==> config.mk <==
export PLATFORM = sky130hd
export DESIGN_NAME = tmr16_core
export DESIGN_NICKNAME = d
export VERILOG_FILES = /design/src/hdl/tmr16_pkg.sv /design/src/hdl/tmr16_core.sv
export SDC_FILE = /design/constraint.sdc
export NUM_CORES = 1
export LEC_CHECK = 0
export BUFFER_PORTS_ARGS = -buffer_cell sky130_fd_sc_hd__buf_4
export CELL_PAD_IN_SITES_DETAIL_PLACEMENT = 0
export CELL_PAD_IN_SITES_GLOBAL_PLACEMENT = 2
export CORE_AREA = 2 2 133 200
export DETAILED_ROUTE_END_ITERATION = 8
export DIE_AREA = 0 0 135 202
export PLACE_DENSITY_LB_ADDON = 0.1
export SYNTH_ARGS = -nofsm -noshare
export SYNTH_HDL_FRONTEND = slang
export SYNTH_SLANG_ARGS = --single-unit
==> constraint.sdc <==
create_clock -name CLK -period 5.5 [get_ports CLK]
set_input_delay 0.275 -clock CLK [delete_from_list [all_inputs] [get_ports CLK]]
set_output_delay 0.275 -clock CLK [all_outputs]
set_load 0.01 [all_outputs]
==> src/hdl/tmr16_pkg.sv <==
// Constants, field layouts and carrier types for the 16-bit timer core
package tmr16_pkg;
   // I/O register locations on the 8-bit CPU port
   localparam logic [5:0] ADR_SFIO = 6'h30;
   localparam logic [5:0] ADR_FLAG = 6'h38;
   localparam logic [5:0] ADR_MASK = 6'h39;
   localparam logic [5:0] ADR_CTLA = 6'h2f;
   localparam logic [5:0] ADR_CTLB = 6'h2e;
   localparam logic [5:0] ADR_CNT_H = 6'h2d;
   localparam logic [5:0] ADR_CNT_L = 6'h2c;
   localparam logic [5:0] ADR_OCA_H = 6'h2b;
   localparam logic [5:0] ADR_OCA_L = 6'h2a;
   localparam logic [5:0] ADR_OCB_H = 6'h29;
   localparam logic [5:0] ADR_OCB_L = 6'h28;
   localparam logic [5:0] ADR_ICR_H = 6'h27;
   localparam logic [5:0] ADR_ICR_L = 6'h26;
   // Field positions
   localparam int SFIO_PSR = 0;
   localparam int SFIO_GAP = 4;
   localparam int FLG_ICF = 5;
   localparam int FLG_OCFA = 4;
   localparam int FLG_OCFB = 3;
   localparam int FLG_TOV = 2;
   localparam int CTLA_FOCA = 3;
   localparam int CTLA_FOCB = 2;
   localparam int CTLB_ICNC = 7;
   localparam int CTLB_ICES = 6;
   // Reset values and fixed counts
   localparam logic [7:0] SFIO_RST = 8'h00;
   localparam logic [7:0] CTL_RST = 8'h00;
   localparam logic [15:0] VAL_BOTTOM = 16'h0000;
   localparam logic [15:0] VAL_MAX = 16'hffff;
   localparam logic [15:0] TOP_8 = 16'h00ff;
   localparam logic [15:0] TOP_9 = 16'h01ff;
   localparam logic [15:0] TOP_10 = 16'h03ff;
   localparam logic [1:0] FILT_DONE = 2'h3;
   localparam logic [9:0] PRE_MASK_8 = 10'h007;
   localparam logic [9:0] PRE_MASK_64 = 10'h03f;
   localparam logic [9:0] PRE_MASK_256 = 10'h0ff;
   localparam logic [9:0] PRE_MASK_1024 = 10'h3ff;

   typedef enum logic [2:0] {
      TMR16_CS_OFF, TMR16_CS_DIV1, TMR16_CS_DIV8, TMR16_CS_DIV64,
      TMR16_CS_DIV256, TMR16_CS_DIV1024, TMR16_CS_EXT_FALL,
      TMR16_CS_EXT_RISE
   } tmr16_cs_e;

   typedef struct packed {
      logic [5:0] addr;
      logic [7:0] wdata;
      logic we;
      logic re;
   } tmr16_io_req_s;

   typedef struct packed {
      logic icf;
      logic ocfa;
      logic ocfb;
      logic tov;
   } tmr16_flags_s;
endpackage : tmr16_pkg
==> src/hdl/tmr16_core.sv <==
// 16-bit timer/counter core with shared high-byte temporary register
// What this block does
// - Prescaler reset bit resets prescaler, self-clears
// - Writing zero ignored; bit reads zero
// - Clock from prescaler or pin; off idles
// - Compare A/B on each counter tick; match sets flag
// - Capture counter on qualified edge, optional filter
// - TOP fixed 0xFF/0x1FF/0x3FF, compare A, capture
// - Compare A as PWM TOP: buffered, no output
// - BOTTOM signalled at counter zero
// - MAX is 0xFFFF regardless of TOP
// - Four flags, individually masked
// - Control registers read/write; force bits read zero
// - Mode split across controls; force bits
// - One shared high-byte temporary register
// - Low write loads temp plus low together
// - Counter or capture low read copies high byte into temp
// - Compare high reads bypass temp
// - Prescaler taps 8/64/256/1024, first count bounded
// - CPU counter write beats count or clear
// - Capture flag set with copy; ack clears
`timescale 1ns/1ps
module tmr16_core
   import tmr16_pkg::*;
(
   input wire logic CLK,
   input wire logic RESET,
   input wire tmr16_pkg::tmr16_io_req_s IO_REQ,
   output logic [7:0] IO_RDATA,
   input wire logic EXT_CLK_PIN,
   input wire logic CAPTURE_PIN,
   input wire logic COMP_OUT,
   input wire logic CAPTURE_FROM_COMP,
   input wire tmr16_pkg::tmr16_flags_s INT_ACK,
   output tmr16_pkg::tmr16_flags_s IRQ,
   output logic WAVE_A,
   output logic WAVE_B,
   output logic AT_BOTTOM,
   output logic AT_MAX
);
   import tmr16_pkg::*;

   typedef struct packed {
      logic [9:0] presc;
      logic psr;
      logic [7:0] sfio;
      logic [7:0] ctla;
      logic [7:0] ctlb;
      logic [15:0] cnt;
      logic [15:0] oca;
      logic [15:0] oca_buf;
      logic [15:0] ocb;
      logic [15:0] ocb_buf;
      logic [15:0] icr;
      logic [7:0] temp;
      tmr16_flags_s flags;
      tmr16_flags_s mask;
      logic dir_up;
      logic ext_s1;
      logic ext_s2;
      logic ext_s3;
      logic cap_s1;
      logic cap_s2;
      logic cmp_s1;
      logic cmp_s2;
      logic [1:0] filt_cnt;
      logic filt_val;
      logic cap_prev;
      logic [7:0] rdata;
      tmr16_flags_s irq;
      logic wave_a;
      logic wave_b;
      logic bottom;
      logic maxed;
   } tmr16_state_s;

   tmr16_state_s st_ff;
   tmr16_state_s nxt_st;

   function automatic logic is_pc(input logic [3:0] m);
      return (m inside {4'd1, 4'd2, 4'd3, 4'd8, 4'd9, 4'd10, 4'd11});
   endfunction : is_pc

   function automatic logic is_fast(input logic [3:0] m);
      return (m inside {4'd5, 4'd6, 4'd7, 4'd14, 4'd15});
   endfunction : is_fast

   function automatic logic [15:0] top_of(input logic [3:0] m,
                                         input logic [15:0] oca,
                                         input logic [15:0] icr);
      case (m)
         4'd1, 4'd5: return TOP_8;
         4'd2, 4'd6: return TOP_9;
         4'd3, 4'd7: return TOP_10;
         4'd4, 4'd9, 4'd11, 4'd15: return oca;
         4'd8, 4'd10, 4'd12, 4'd14: return icr;
         default: return VAL_MAX;
      endcase
   endfunction : top_of

   // Tap fires when the low prescaler bits are all ones
   function automatic logic tap_hit(input logic [9:0] p,
                                    input logic [9:0] msk);
      return ((p & msk) == msk);
   endfunction : tap_hit

   logic [3:0] mode;
   logic [15:0] top;
   assign mode = {st_ff.ctlb[4:3], st_ff.ctla[1:0]};
   assign top = top_of(mode, st_ff.oca, st_ff.icr);

   always_comb begin
      logic tick;
      logic upd;
      logic cap_edge;
      logic cap_in;
      logic hit_a;
      logic hit_b;
      logic wr;
      logic rd;
      logic [5:0] a;
      tmr16_flags_s set_f;
      tmr16_flags_s clr_f;
      tick = 1'b0;
      upd = 1'b0;
      cap_edge = 1'b0;
      cap_in = 1'b0;
      hit_a = 1'b0;
      hit_b = 1'b0;
      wr = IO_REQ.we;
      rd = IO_REQ.re;
      a = IO_REQ.addr;
      set_f = '0;
      clr_f = INT_ACK;
      nxt_st = st_ff;

      // Pin synchronisers; first stages feed only second stages
      nxt_st.ext_s1 = EXT_CLK_PIN;
      nxt_st.ext_s2 = st_ff.ext_s1;
      nxt_st.ext_s3 = st_ff.ext_s2;
      nxt_st.cap_s1 = CAPTURE_PIN;
      nxt_st.cap_s2 = st_ff.cap_s1;
      nxt_st.cmp_s1 = COMP_OUT;
      nxt_st.cmp_s2 = st_ff.cmp_s1;

      // Shared prescaler is free running; reset pulse lasts one cycle
      nxt_st.psr = 1'b0;
      nxt_st.presc = st_ff.psr ? 10'h000 : st_ff.presc + 10'h001;

      case (tmr16_cs_e'(st_ff.ctlb[2:0]))
         TMR16_CS_DIV1: tick = 1'b1;
         TMR16_CS_DIV8: tick = tap_hit(st_ff.presc, PRE_MASK_8);
         TMR16_CS_DIV64: tick = tap_hit(st_ff.presc, PRE_MASK_64);
         TMR16_CS_DIV256: tick = tap_hit(st_ff.presc, PRE_MASK_256);
         TMR16_CS_DIV1024: tick = tap_hit(st_ff.presc, PRE_MASK_1024);
         TMR16_CS_EXT_FALL: tick = st_ff.ext_s3 & ~st_ff.ext_s2;
         TMR16_CS_EXT_RISE: tick = ~st_ff.ext_s3 & st_ff.ext_s2;
         default: tick = 1'b0;
      endcase

      wr = IO_REQ.we;
      // A CPU counter write this cycle cancels the count and the match
      if (wr && (a == ADR_CNT_L)) begin
         tick = 1'b0;
      end

      // Counting sequence
      if (tick) begin
         hit_a = (st_ff.cnt == st_ff.oca);
         hit_b = (st_ff.cnt == st_ff.ocb);
         if (is_pc(mode)) begin
            if (st_ff.dir_up) begin
               if (st_ff.cnt >= top) begin
                  nxt_st.dir_up = 1'b0;
                  nxt_st.cnt = st_ff.cnt - 16'h0001;
                  upd = 1'b1;
               end else begin
                  nxt_st.cnt = st_ff.cnt + 16'h0001;
               end
            end else if (st_ff.cnt == VAL_BOTTOM) begin
               nxt_st.dir_up = 1'b1;
               nxt_st.cnt = st_ff.cnt + 16'h0001;
               set_f.tov = 1'b1;
            end else begin
               nxt_st.cnt = st_ff.cnt - 16'h0001;
            end
         end else if (st_ff.cnt == top) begin
            nxt_st.cnt = VAL_BOTTOM;
            set_f.tov = is_fast(mode) | (st_ff.cnt == VAL_MAX);
            upd = is_fast(mode);
         end else begin
            nxt_st.cnt = st_ff.cnt + 16'h0001;
            set_f.tov = (st_ff.cnt == VAL_MAX);
         end
      end
      if (!is_pc(mode)) begin
         nxt_st.dir_up = 1'b1;
      end
      // Compare values apply at once outside PWM, else at TOP
      if (upd || !(is_pc(mode) || is_fast(mode))) begin
         nxt_st.oca = st_ff.oca_buf;
         nxt_st.ocb = st_ff.ocb_buf;
      end
      set_f.ocfa = hit_a;
      set_f.ocfb = hit_b;

      // Waveform outputs; compare A gives no PWM when it is TOP
      if (is_pc(mode) || is_fast(mode)) begin
         nxt_st.wave_a = (mode != 4'd9) && (mode != 4'd11) &&
                         (mode != 4'd15) && (st_ff.cnt < st_ff.oca);
         nxt_st.wave_b = (st_ff.cnt < st_ff.ocb);
      end else begin
         nxt_st.wave_a = st_ff.wave_a ^ hit_a;
         nxt_st.wave_b = st_ff.wave_b ^ hit_b;
         if (wr && (a == ADR_CTLA)) begin
            nxt_st.wave_a = nxt_st.wave_a ^ IO_REQ.wdata[CTLA_FOCA];
            nxt_st.wave_b = nxt_st.wave_b ^ IO_REQ.wdata[CTLA_FOCB];
         end
      end

      // Capture input: optional four-sample filter then edge select
      // Source picked after syncing, so no raw pin feeds the mux
      cap_in = CAPTURE_FROM_COMP ? st_ff.cmp_s2 : st_ff.cap_s2;
      if (st_ff.ctlb[CTLB_ICNC]) begin
         if (cap_in == st_ff.filt_val) begin
            nxt_st.filt_cnt = 2'h0;
         end else if (st_ff.filt_cnt == FILT_DONE) begin
            nxt_st.filt_cnt = 2'h0;
            nxt_st.filt_val = cap_in;
         end else begin
            nxt_st.filt_cnt = st_ff.filt_cnt + 2'h1;
         end
      end else begin
         nxt_st.filt_cnt = 2'h0;
         nxt_st.filt_val = cap_in;
      end
      nxt_st.cap_prev = st_ff.filt_val;
      cap_edge = (st_ff.filt_val != st_ff.cap_prev) &&
                 (st_ff.filt_val == st_ff.ctlb[CTLB_ICES]);
      // Capture register is TOP in some modes and then not overwritten
      if (cap_edge && !(mode inside {4'd8, 4'd10, 4'd12, 4'd14})) begin
         nxt_st.icr = st_ff.cnt;
         set_f.icf = 1'b1;
      end

      // CPU writes
      if (wr) begin
         if (a == ADR_SFIO) begin
            nxt_st.psr = IO_REQ.wdata[SFIO_PSR];
            nxt_st.sfio = IO_REQ.wdata;
            nxt_st.sfio[SFIO_PSR] = 1'b0;
            nxt_st.sfio[SFIO_GAP] = 1'b0;
         end else if (a == ADR_FLAG) begin
            clr_f = clr_f | tmr16_flags_s'({IO_REQ.wdata[FLG_ICF],
               IO_REQ.wdata[FLG_OCFA], IO_REQ.wdata[FLG_OCFB],
               IO_REQ.wdata[FLG_TOV]});
         end else if (a == ADR_MASK) begin
            nxt_st.mask = tmr16_flags_s'({IO_REQ.wdata[FLG_ICF],
               IO_REQ.wdata[FLG_OCFA], IO_REQ.wdata[FLG_OCFB],
               IO_REQ.wdata[FLG_TOV]});
         end else if (a == ADR_CTLA) begin
            nxt_st.ctla = IO_REQ.wdata;
            nxt_st.ctla[CTLA_FOCA] = 1'b0;
            nxt_st.ctla[CTLA_FOCB] = 1'b0;
         end else if (a == ADR_CTLB) begin
            nxt_st.ctlb = IO_REQ.wdata;
         end else if (a == ADR_CNT_H || a == ADR_OCA_H ||
                      a == ADR_OCB_H || a == ADR_ICR_H) begin
            nxt_st.temp = IO_REQ.wdata;
         end else if (a == ADR_CNT_L) begin
            nxt_st.cnt = {st_ff.temp, IO_REQ.wdata};
         end else if (a == ADR_OCA_L) begin
            nxt_st.oca_buf = {st_ff.temp, IO_REQ.wdata};
         end else if (a == ADR_OCB_L) begin
            nxt_st.ocb_buf = {st_ff.temp, IO_REQ.wdata};
         end else if (a == ADR_ICR_L) begin
            nxt_st.icr = {st_ff.temp, IO_REQ.wdata};
         end
      end

      // CPU reads; data is registered and appears the next cycle
      if (rd) begin
         if (a == ADR_SFIO) begin
            nxt_st.rdata = st_ff.sfio;
         end else if (a == ADR_FLAG) begin
            nxt_st.rdata = {2'b00, st_ff.flags, 2'b00};
         end else if (a == ADR_MASK) begin
            nxt_st.rdata = {2'b00, st_ff.mask, 2'b00};
         end else if (a == ADR_CTLA) begin
            nxt_st.rdata = st_ff.ctla;
         end else if (a == ADR_CTLB) begin
            nxt_st.rdata = st_ff.ctlb;
         end else if (a == ADR_CNT_L) begin
            nxt_st.rdata = st_ff.cnt[7:0];
            nxt_st.temp = st_ff.cnt[15:8];
         end else if (a == ADR_ICR_L) begin
            nxt_st.rdata = st_ff.icr[7:0];
            nxt_st.temp = st_ff.icr[15:8];
         end else if (a == ADR_CNT_H || a == ADR_ICR_H) begin
            nxt_st.rdata = st_ff.temp;
         end else if (a == ADR_OCA_L) begin
            nxt_st.rdata = st_ff.oca_buf[7:0];
         end else if (a == ADR_OCA_H) begin
            nxt_st.rdata = st_ff.oca_buf[15:8];
         end else if (a == ADR_OCB_L) begin
            nxt_st.rdata = st_ff.ocb_buf[7:0];
         end else if (a == ADR_OCB_H) begin
            nxt_st.rdata = st_ff.ocb_buf[15:8];
         end else begin
            nxt_st.rdata = 8'h00;
         end
      end

      // Hardware set wins over acknowledge or write-one clear
      nxt_st.flags = (st_ff.flags & ~clr_f) | set_f;
      nxt_st.irq = st_ff.flags & st_ff.mask;
      nxt_st.bottom = (st_ff.cnt == VAL_BOTTOM);
      nxt_st.maxed = (st_ff.cnt == VAL_MAX);
   end

   always_ff @(posedge CLK or posedge RESET) begin
      if (RESET) begin
         st_ff <= '0;
         st_ff.sfio <= SFIO_RST;
         st_ff.ctla <= CTL_RST;
         st_ff.ctlb <= CTL_RST;
         st_ff.dir_up <= 1'b1;
      end else begin
         st_ff <= nxt_st;
      end
   end

   assign IO_RDATA = st_ff.rdata;
   assign IRQ = st_ff.irq;
   assign WAVE_A = st_ff.wave_a;
   assign WAVE_B = st_ff.wave_b;
   assign AT_BOTTOM = st_ff.bottom;
   assign AT_MAX = st_ff.maxed;

   property p_psr_clears;
      @(posedge CLK) disable iff (RESET)
      (IO_REQ.we && IO_REQ.addr == ADR_SFIO && IO_REQ.wdata[SFIO_PSR])
         |=> st_ff.psr ##1 (!st_ff.psr && st_ff.presc == 10'h000);
   endproperty
   a_psr_clears: assert property (p_psr_clears)
      else $error("prescaler reset did not act and self-clear");

   property p_psr_reads_zero;
      @(posedge CLK) disable iff (RESET)
      (IO_REQ.re && IO_REQ.addr == ADR_SFIO) |=> !IO_RDATA[SFIO_PSR];
   endproperty
   a_psr_reads_zero: assert property (p_psr_reads_zero)
      else $error("prescaler reset bit read back as one");

   property p_idle_when_off;
      @(posedge CLK) disable iff (RESET)
      (st_ff.ctlb[2:0] == 3'h0 && !(IO_REQ.we && IO_REQ.addr == ADR_CNT_L))
         |=> $stable(st_ff.cnt);
   endproperty
   a_idle_when_off: assert property (p_idle_when_off)
      else $error("counter moved with no clock source");

   property p_presc_runs;
      @(posedge CLK) disable iff (RESET)
      !st_ff.psr |=> st_ff.presc == $past(st_ff.presc) + 10'h001;
   endproperty
   a_presc_runs: assert property (p_presc_runs)
      else $error("prescaler failed to advance");

   property p_low_write;
      @(posedge CLK) disable iff (RESET)
      (IO_REQ.we && IO_REQ.addr == ADR_CNT_L)
         |=> st_ff.cnt == {$past(st_ff.temp), $past(IO_REQ.wdata)};
   endproperty
   a_low_write: assert property (p_low_write)
      else $error("low write did not load temp and low byte");

   property p_low_read;
      @(posedge CLK) disable iff (RESET)
      (IO_REQ.re && IO_REQ.addr == ADR_CNT_L && !IO_REQ.we)
         |=> st_ff.temp == $past(st_ff.cnt[15:8])
             && IO_RDATA == $past(st_ff.cnt[7:0]);
   endproperty
   a_low_read: assert property (p_low_read)
      else $error("low read did not latch high byte into temp");

   property p_oca_high_read;
      @(posedge CLK) disable iff (RESET)
      (IO_REQ.re && IO_REQ.addr == ADR_OCA_H && !IO_REQ.we)
         |=> IO_RDATA == $past(st_ff.oca_buf[15:8]) && $stable(st_ff.temp);
   endproperty
   a_oca_high_read: assert property (p_oca_high_read)
      else $error("compare high read used temp");

   property p_bottom;
      @(posedge CLK) disable iff (RESET)
      st_ff.cnt == VAL_BOTTOM |=> AT_BOTTOM;
   endproperty
   a_bottom: assert property (p_bottom)
      else $error("BOTTOM not signalled at zero");

   property p_irq_mask;
      @(posedge CLK) disable iff (RESET)
      1'b1 |=> IRQ == ($past(st_ff.flags) & $past(st_ff.mask));
   endproperty
   a_irq_mask: assert property (p_irq_mask)
      else $error("interrupt request not flags and mask");

   property p_capture;
      @(posedge CLK) disable iff (RESET)
      (st_ff.icr != $past(st_ff.icr)) &&
         !($past(IO_REQ.we) && $past(IO_REQ.addr) == ADR_ICR_L)
         |-> st_ff.flags.icf;
   endproperty
   a_capture: assert property (p_capture)
      else $error("capture copy without capture flag");
endmodule : tmr16_core

# Word-level counts from Yosys, hierarchy flattened
# Index checks and enable logic that the tools add are counted.
[totals]
output_inout_bits = 16
reg_bits = 171
[op_classes]
add_sub_neg = 4
n_eq_ne = 52
magnitude_cmp = 3
reduce_logical = 31
muxes = 82
bitwise = 22
[op_table]
columns = ["operator", "count"]
rows = [
  ["2-to-1 mux 16 bit", 15],
  ["2-to-1 mux 8 bit", 23],
  ["2-to-1 mux 24 bit", 7],
  ["2-to-1 mux 32 bit", 3],
  ["== test 6 bit (second input constant)", 14],
  ["case mux 16 bit (5 select lines)", 1],
  ["== test 16 bit", 3],
  ["2-to-1 mux 41 bit", 1],
  ["less-than comparator 16 bit", 2],
  ["== test 4 bit (second input constant)", 7],
  ["2-to-1 mux 1 bit", 21],
  ["adder 16 x 1 -> 16 bit (second input constant)", 1],
  ["== test 16 bit (second input constant)", 1],
  ["== test 4 x 3 -> 1 bit (second input constant)", 4],
  ["greater-or-equal comparator 16 bit", 1],
  ["logical NOT 16 bit", 1],
  ["subtractor 16 x 1 -> 16 bit (second input constant)", 1],
  ["== test 3 bit (second input constant)", 5],
  ["2-to-1 mux 4 bit", 3],
  ["!= test 4 bit (second input constant)", 3],
  ["adder 10 x 1 -> 10 bit (second input constant)", 1],
  ["== test 10 bit (second input constant)", 1],
  ["2-to-1 mux 10 bit", 1],
  ["inverter 1 bit", 10],
  ["other kinds (35)", 64],
]

# Logic depth before layout (Yosys ltp)
[logic_depth]
word_depth = 24
ltp_mapped = 18
ltp_nobuf = 15

# Worst setup path before layout
# No wires, ideal clock.
[synth_timing]
path_type = "register to register"
startpoint = "register st_ff, in the netlist mode[2]"
endpoint = "register st_ff[135] in the netlist's numbering"
required_time_ps = 5362
stages_incl_launch_ff = 17
arrival_time_ps = 3479
path_slack_ps = 1883
path_cell_list = "dfrtp_1 -> clkbuf_1 -> inv_1 -> nor2_1 -> o21ai_1 -> nor2_1 -> nor2_1 -> ha_1 -> and3_1 -> a221oi_1 -> o22a_1 -> nand3_2 -> nand2_8 -> buf_12 -> mux2i_1 -> mux2i_1 -> o211ai_1"
[synth_rtl]
columns = ["element", "line", "rtl"]
rows = [
  ["from (decl)", "tmr16_core.sv:77", "tmr16_state_s st_ff;"],
  ["from (signal assigned)", "tmr16_core.sv:329", "st_ff <= nxt_st;"],
]

# Final worst setup path
[layout_timing]
startpoint = "register st_ff, in the netlist mode[2]"
endpoint = "register st_ff[108] in the netlist's numbering"
[layout_between]
elab_chain_cells = 9
[layout_lines]
columns = ["element", "line", "rtl"]
rows = [
  ["== test 4 bit (tied with other cells)", "tmr16_core.sv:81, tmr16_core.sv:91", ""],
  ["OR reduction 4 bit or OR reduction 2 bit (tied branches)", "tmr16_core.sv:91", "case (m)"],
  ["case mux 16 bit (5 select lines)", "tmr16_core.sv:91", ""],
  ["greater-or-equal comparator 16 bit", "tmr16_core.sv:173", "if (st_ff.cnt >= top) begin"],
  ["2-to-1 mux 1 bit", "tmr16_core.sv:173", ""],
  ["2-to-1 mux 1 bit", "tmr16_core.sv:172", "if (st_ff.dir_up) begin"],
  ["2-to-1 mux 1 bit", "tmr16_core.sv:171", "if (is_pc(mode)) begin"],
  ["2-to-1 mux 1 bit", "tmr16_core.sv:168", "if (tick) begin"],
  ["logical OR 1 bit *", "tmr16_core.sv:200", "if (upd || !(is_pc(mode) || is_fast(mode))) begin"],
]
# Every way passes the cells marked *; elsewhere a longest branch is shown, timed or not.
# A chain may end at the register's enable or synchronous reset.

==> metrics.txt <==
# TYPE chip_impl_metric gauge
chip_impl_metric{name="syn-cell-area",unit="sq mm"} 0.0101
chip_impl_info{name="cp_max_delay_cell",value="o21ai_4"} 1
chip_impl_metric{name="synthesized_netlist_net_count",unit=""} 1146
chip_impl_metric{name="cts-buffers-inserted",unit=""} 17
chip_impl_metric{name="detail_route.vias_per_cell",unit=""} 5.77
chip_impl_metric{name="die_area",unit="sq mm"} 0.0273
chip_impl_metric{name="final_layout_size_suffix_gt1_share",unit="%"} 15.9
chip_impl_metric{name="setup_viol_count_final",unit=""} 0
chip_impl_metric{name="die-height",unit="um"} 202
chip_impl_metric{name="grt_use_total",unit="%"} 27.4
chip_impl_metric{name="drcViolationCount",unit=""} 0
chip_impl_metric{name="post-cts-setup-buffers",unit=""} 0
chip_impl_metric{name="finalHoldViolations",unit=""} 0
chip_impl_metric{name="n_fill_cell",unit=""} 2580
chip_impl_metric{name="worst_slew_margin_rel",unit="%"} 33.6
chip_impl_metric{name="leakagePower",unit="uW"} 0.00498
chip_impl_metric{name="numClockSinks",unit=""} 171
chip_impl_info{name="top_cells_by_area_synth",value="dfrtp_1 42%, ha_1 6.5%, mux2_2 6.3%"} 1
chip_impl_metric{name="placement_rows",unit=""} 72
chip_impl_metric{name="route.vias.total",unit=""} 8210
chip_impl_metric{name="num_io_pins",unit=""} 42
chip_impl_metric{name="hpwl",unit="um"} 26000
chip_impl_metric{name="share_of_flip_flops_with_an_asynchronous_set_or_reset",unit="%"} 100
chip_impl_metric{name="clock-skew-final",unit="ns"} 0.0110
chip_impl_metric{name="p_per_area",unit="mW/mm^2"} 384
chip_impl_metric{name="yosys_warnings",unit=""} 0
chip_impl_metric{name="post_synthesis_cell_count",unit=""} 1067
chip_impl_info{name="crit_type",value="reg2reg"} 1
chip_impl_metric{name="drv_slew",unit=""} 0
chip_impl_metric{name="place_congestion",unit=""} 0.935
chip_impl_metric{name="synth_edf_count",unit=""} 0
chip_impl_metric{name="timing.setup.tns",unit="ns"} 0
chip_impl_info{name="path_common_cell",value="nor2_1"} 1
chip_impl_metric{name="final.min_clock_period",unit="ns"} 4.35
chip_impl_metric{name="reg2reg_depth",unit=""} 13
chip_impl_metric{name="average_cell_area_after_synthesis",unit="sq um"} 9.50
chip_impl_info{name="largest_area_contributor_in_the_synthesized_netlist",value="dfrtp_1"} 1
chip_impl_metric{name="grt_overflow_total",unit=""} 0
chip_impl_metric{name="core-area",unit="sq mm"} 0.0256
chip_impl_metric{name="number_of_global_route_vias_before_repair",unit=""} 8325
chip_impl_metric{name="synth_sequential_area_ratio",unit="%"} 42.2
chip_impl_info{name="timing.hold.worst.class",value="in2reg"} 1
chip_impl_metric{name="worst-path-buf-inv",unit=""} 1
chip_impl_metric{name="ys_seq_elements",unit=""} 171
chip_impl_metric{name="multi_input_area",unit="sq mm"} 0.00535
chip_impl_metric{name="cp_data_arrival_time",unit="ns"} 4.71
chip_impl_metric{name="detail_route.wl_per_cell",unit="um"} 24.9
chip_impl_metric{name="fin_ws",unit="ns"} 1.15
chip_impl_info{name="path_delay_family",value="simple AND/OR/NAND/NOR gates"} 1
chip_impl_info{name="result_of_the_run",value="complete, no violations"} 1
chip_impl_metric{name="placement.io_buffers",unit=""} 41
chip_impl_info{name="dominantRegCellSynth",value="dfrtp_1"} 1
chip_impl_metric{name="critical_path.max_fanout",unit=""} 28
chip_impl_metric{name="max-cap-violations",unit=""} 0
chip_impl_metric{name="post_synthesis_to_final_layout_area_growth",unit="%"} 11.2
chip_impl_metric{name="max_root_sink_buffers",unit=""} 2
chip_impl_metric{name="drt-pass1-iter-count",unit=""} 6
chip_impl_info{name="timing.critical_path.from_type",value="flip-flop"} 1
chip_impl_metric{name="worst-path-stages",unit=""} 13
chip_impl_metric{name="peakVddDrop",unit="mV"} 0.285
chip_impl_metric{name="dpl_ws",unit="ns"} 1.15
chip_impl_metric{name="clock.fmax",unit="MHz"} 230
chip_impl_metric{name="postCtsResizedCells",unit=""} 0
chip_impl_metric{name="worstSkewPairLatency",unit="ns"} 0.46
chip_impl_metric{name="data_required_time_of_the_worst_path",unit="ns"} 5.86
chip_impl_metric{name="grt_first_pass_wirelength",unit="um"} 53900
chip_impl_metric{name="final_nets",unit=""} 1154
chip_impl_metric{name="yosys.area.top_type_share",unit="%"} 42.0
chip_impl_metric{name="share_of_the_clock_period_used_by_the_worst_path",unit="%"} 79.1
chip_impl_metric{name="clkTransAtPathRegs",unit="ns"} 0.08
chip_impl_metric{name="ff_latch_area",unit="sq mm"} 0.00428
chip_impl_metric{name="yosys.cell_types.count",unit=""} 70
chip_impl_info{name="worstPathCellList",value="inv_1 -> nor2_1 -> o21ai_1 -> nor2_1 -> nor2_1 -> ha_1 -> nand4_1 -> or3_1 -> o22a_1 -> nand2_1 -> a31oi_1 -> o21ai_4 -> mux2_2"} 1
chip_impl_info{name="cts_tree",value="built"} 1
chip_impl_info{name="ys_top_cells_by_count",value="170 x dfrtp_1, 121 x nand2_1, 81 x o21ai_0"} 1
chip_impl_metric{name="worstMarginPinSlew",unit="ns"} 0.992
chip_impl_info{name="synthMostInstantiatedCell",value="dfrtp_1"} 1
chip_impl_metric{name="min_delay_path_depth",unit=""} 3
chip_impl_metric{name="detail_route.iter0.violations",unit=""} 641
chip_impl_metric{name="grt_start_max_net_pins",unit=""} 87
chip_impl_metric{name="drt_wl_total",unit="um"} 35400
chip_impl_metric{name="cts_hold_repair.buffers",unit=""} 4
chip_impl_metric{name="timing.critical_path.slowest_cell_delay",unit="ns"} 0.60
chip_impl_metric{name="number_of_antenna_violating_nets_in_the_routed_design",unit=""} 0
chip_impl_metric{name="antenna_found_initial",unit=""} 1
chip_impl_metric{name="fp.dieW",unit="um"} 135
chip_impl_metric{name="initial_util",unit="%"} 39.6
chip_impl_info{name="cell_at_the_root_of_the_clock_tree",value="clkbuf_16"} 1
chip_impl_info{name="unrepaired_setup_endpoints_after_global_routing",value="false"} 1
chip_impl_metric{name="cts_max_level",unit=""} 4
chip_impl_info{name="endpoint_kind_of_the_worst_setup_timing_path",value="flip-flop"} 1
==> state kept, by name (all words and copies together), names as in the netlist <==
signal / cells
WAVE_A: 1
mode: 4
nxt_st: 5
WAVE_B: 1
st_ff: 146
AT_MAX: 1
AT_BOTTOM: 1
IO_RDATA: 8
IRQ: 4
==> final timing paths <==
| kind | start | end | slack [ns] |
|---|---|---|---|
| setup / recovery | mode[2] | st_ff[108] | 1.15 |
| hold / removal | INT_ACK[1] | st_ff[33] | 0.05 |
| max in group asynchronous | RESET | st_ff[57] | 3.66 |
| hold reg to reg | nxt_st[20] | st_ff[20] | 0.35 |
| setup reg to reg | mode[2] | st_ff[108] | 1.15 |
| min in group asynchronous | RESET | st_ff[94] | 0.48 |
==> where the power goes <==
part | switching (uW) | leakage (uW) | internal (uW)
registers | 273 | 0.00218 | 1450
clock network | 571 | 0.000259 | 597
logic | 844 | 0.00254 | 584
total | 1690 | 0.00498 | 2630
==> cell usage in the layout (no fill, tap or decap), types with 3 or more instances in the layout <==
cell type      netlist  routed
mux2i_1             45      45
nor4_1               8       8
a21oi_1             57      56
and3_1              17      17
ha_1                53      53
nor3_1              22      20
a221oi_1            12      12
nand3_1             36      36
dfrtp_1            170     170
o211ai_1             8       8
a22o_1               8       8
mux2_2              57      57
o21ai_1             11      11
o22ai_1             15      15
nor2_1              75      75
nand2_1            121     121
or3_1                8       8
xor2_1              12      12
nand2b_1             8       8
inv_6                0       4
a21o_1              13      13
nor2b_1              9       9
o21ai_0             81      81
clkinv_2             0       3
xnor2_1              6       6
inv_1               43      42
mux4_2               8       8
a221o_1              7       7
a31oi_1              5       5
clkinvlp_4           0       5
nand4_1             12      12
a22oi_1              5       5
dlygate4sd3_1        0       4
o221ai_1             6       6
and2_1               9       9
clkbuf_16            0      17
buf_4               13      59
nand3b_1             4       4
==> area by class of cell <==
cell class | instances | area share [%]
antenna | 1 | 0.0222
clock buffer | 18 | 3.90
clock inverter | 14 | 0.977
inverter | 44 | 1.51
multi-input combinational | 777 | 47.5
sequential | 171 | 38.0
tap | 333 | 3.70
timing repair buffer | 64 | 4.46
==> per-stage QoR <==
| step | hold WS (ns) | util, % | cell area, sq um | power (uW) | cells |
|---|---|---|---|---|---|
| after floorplan | 0.306 | - | 10100 | 2670 | 1067 |
| after global placement | 0.332 | 41.7 | 10700 | 3170 | 1385 |
| after detailed placement | 0.336 | 41.7 | 10700 | 3170 | 1385 |
| after CTS | 0.0383 | 44.0 | 11300 | 4350 | 1421 |
| after global routing | 0.0732 | 44.0 | 11300 | 4620 | 1421 |
| final | 0.0539 | 44.1 | 11300 | 4320 | 1422 |
==> logic make-up after synthesis <==
logic type	synth area share, %
simple gates	16.6
buf+inv	5.20
flops	42.2
xor+xnor	1.56
mux	12.6
compound gates	15.3
fa+ha+maj	6.54
==> worst register-to-register path, delay by kind of cell (launching register included) <==
family,cells,cell delay (ns)
and+or+nand+nor,6,1.50
AOI/OAI and AO/OA,4,1.27
DFF,1,0.53
muxes,1,0.42
adders and majority gates,1,0.33
buffers and inverters,1,0.19
==> routing by layer <==
metal  part of all wire (%)  vias to the layer above  track usage [%]  wire length (um)
met5                      0                        -                0                 0
met4                    5.5                        0             14.4              1940
met3                    5.2                       75             4.44              1860
met2                     49                      266             45.4             17500
met1                     40                     4014             34.1             14200
li1                       -                     3855                -                 -
Power figures use the tool's default switching activity.
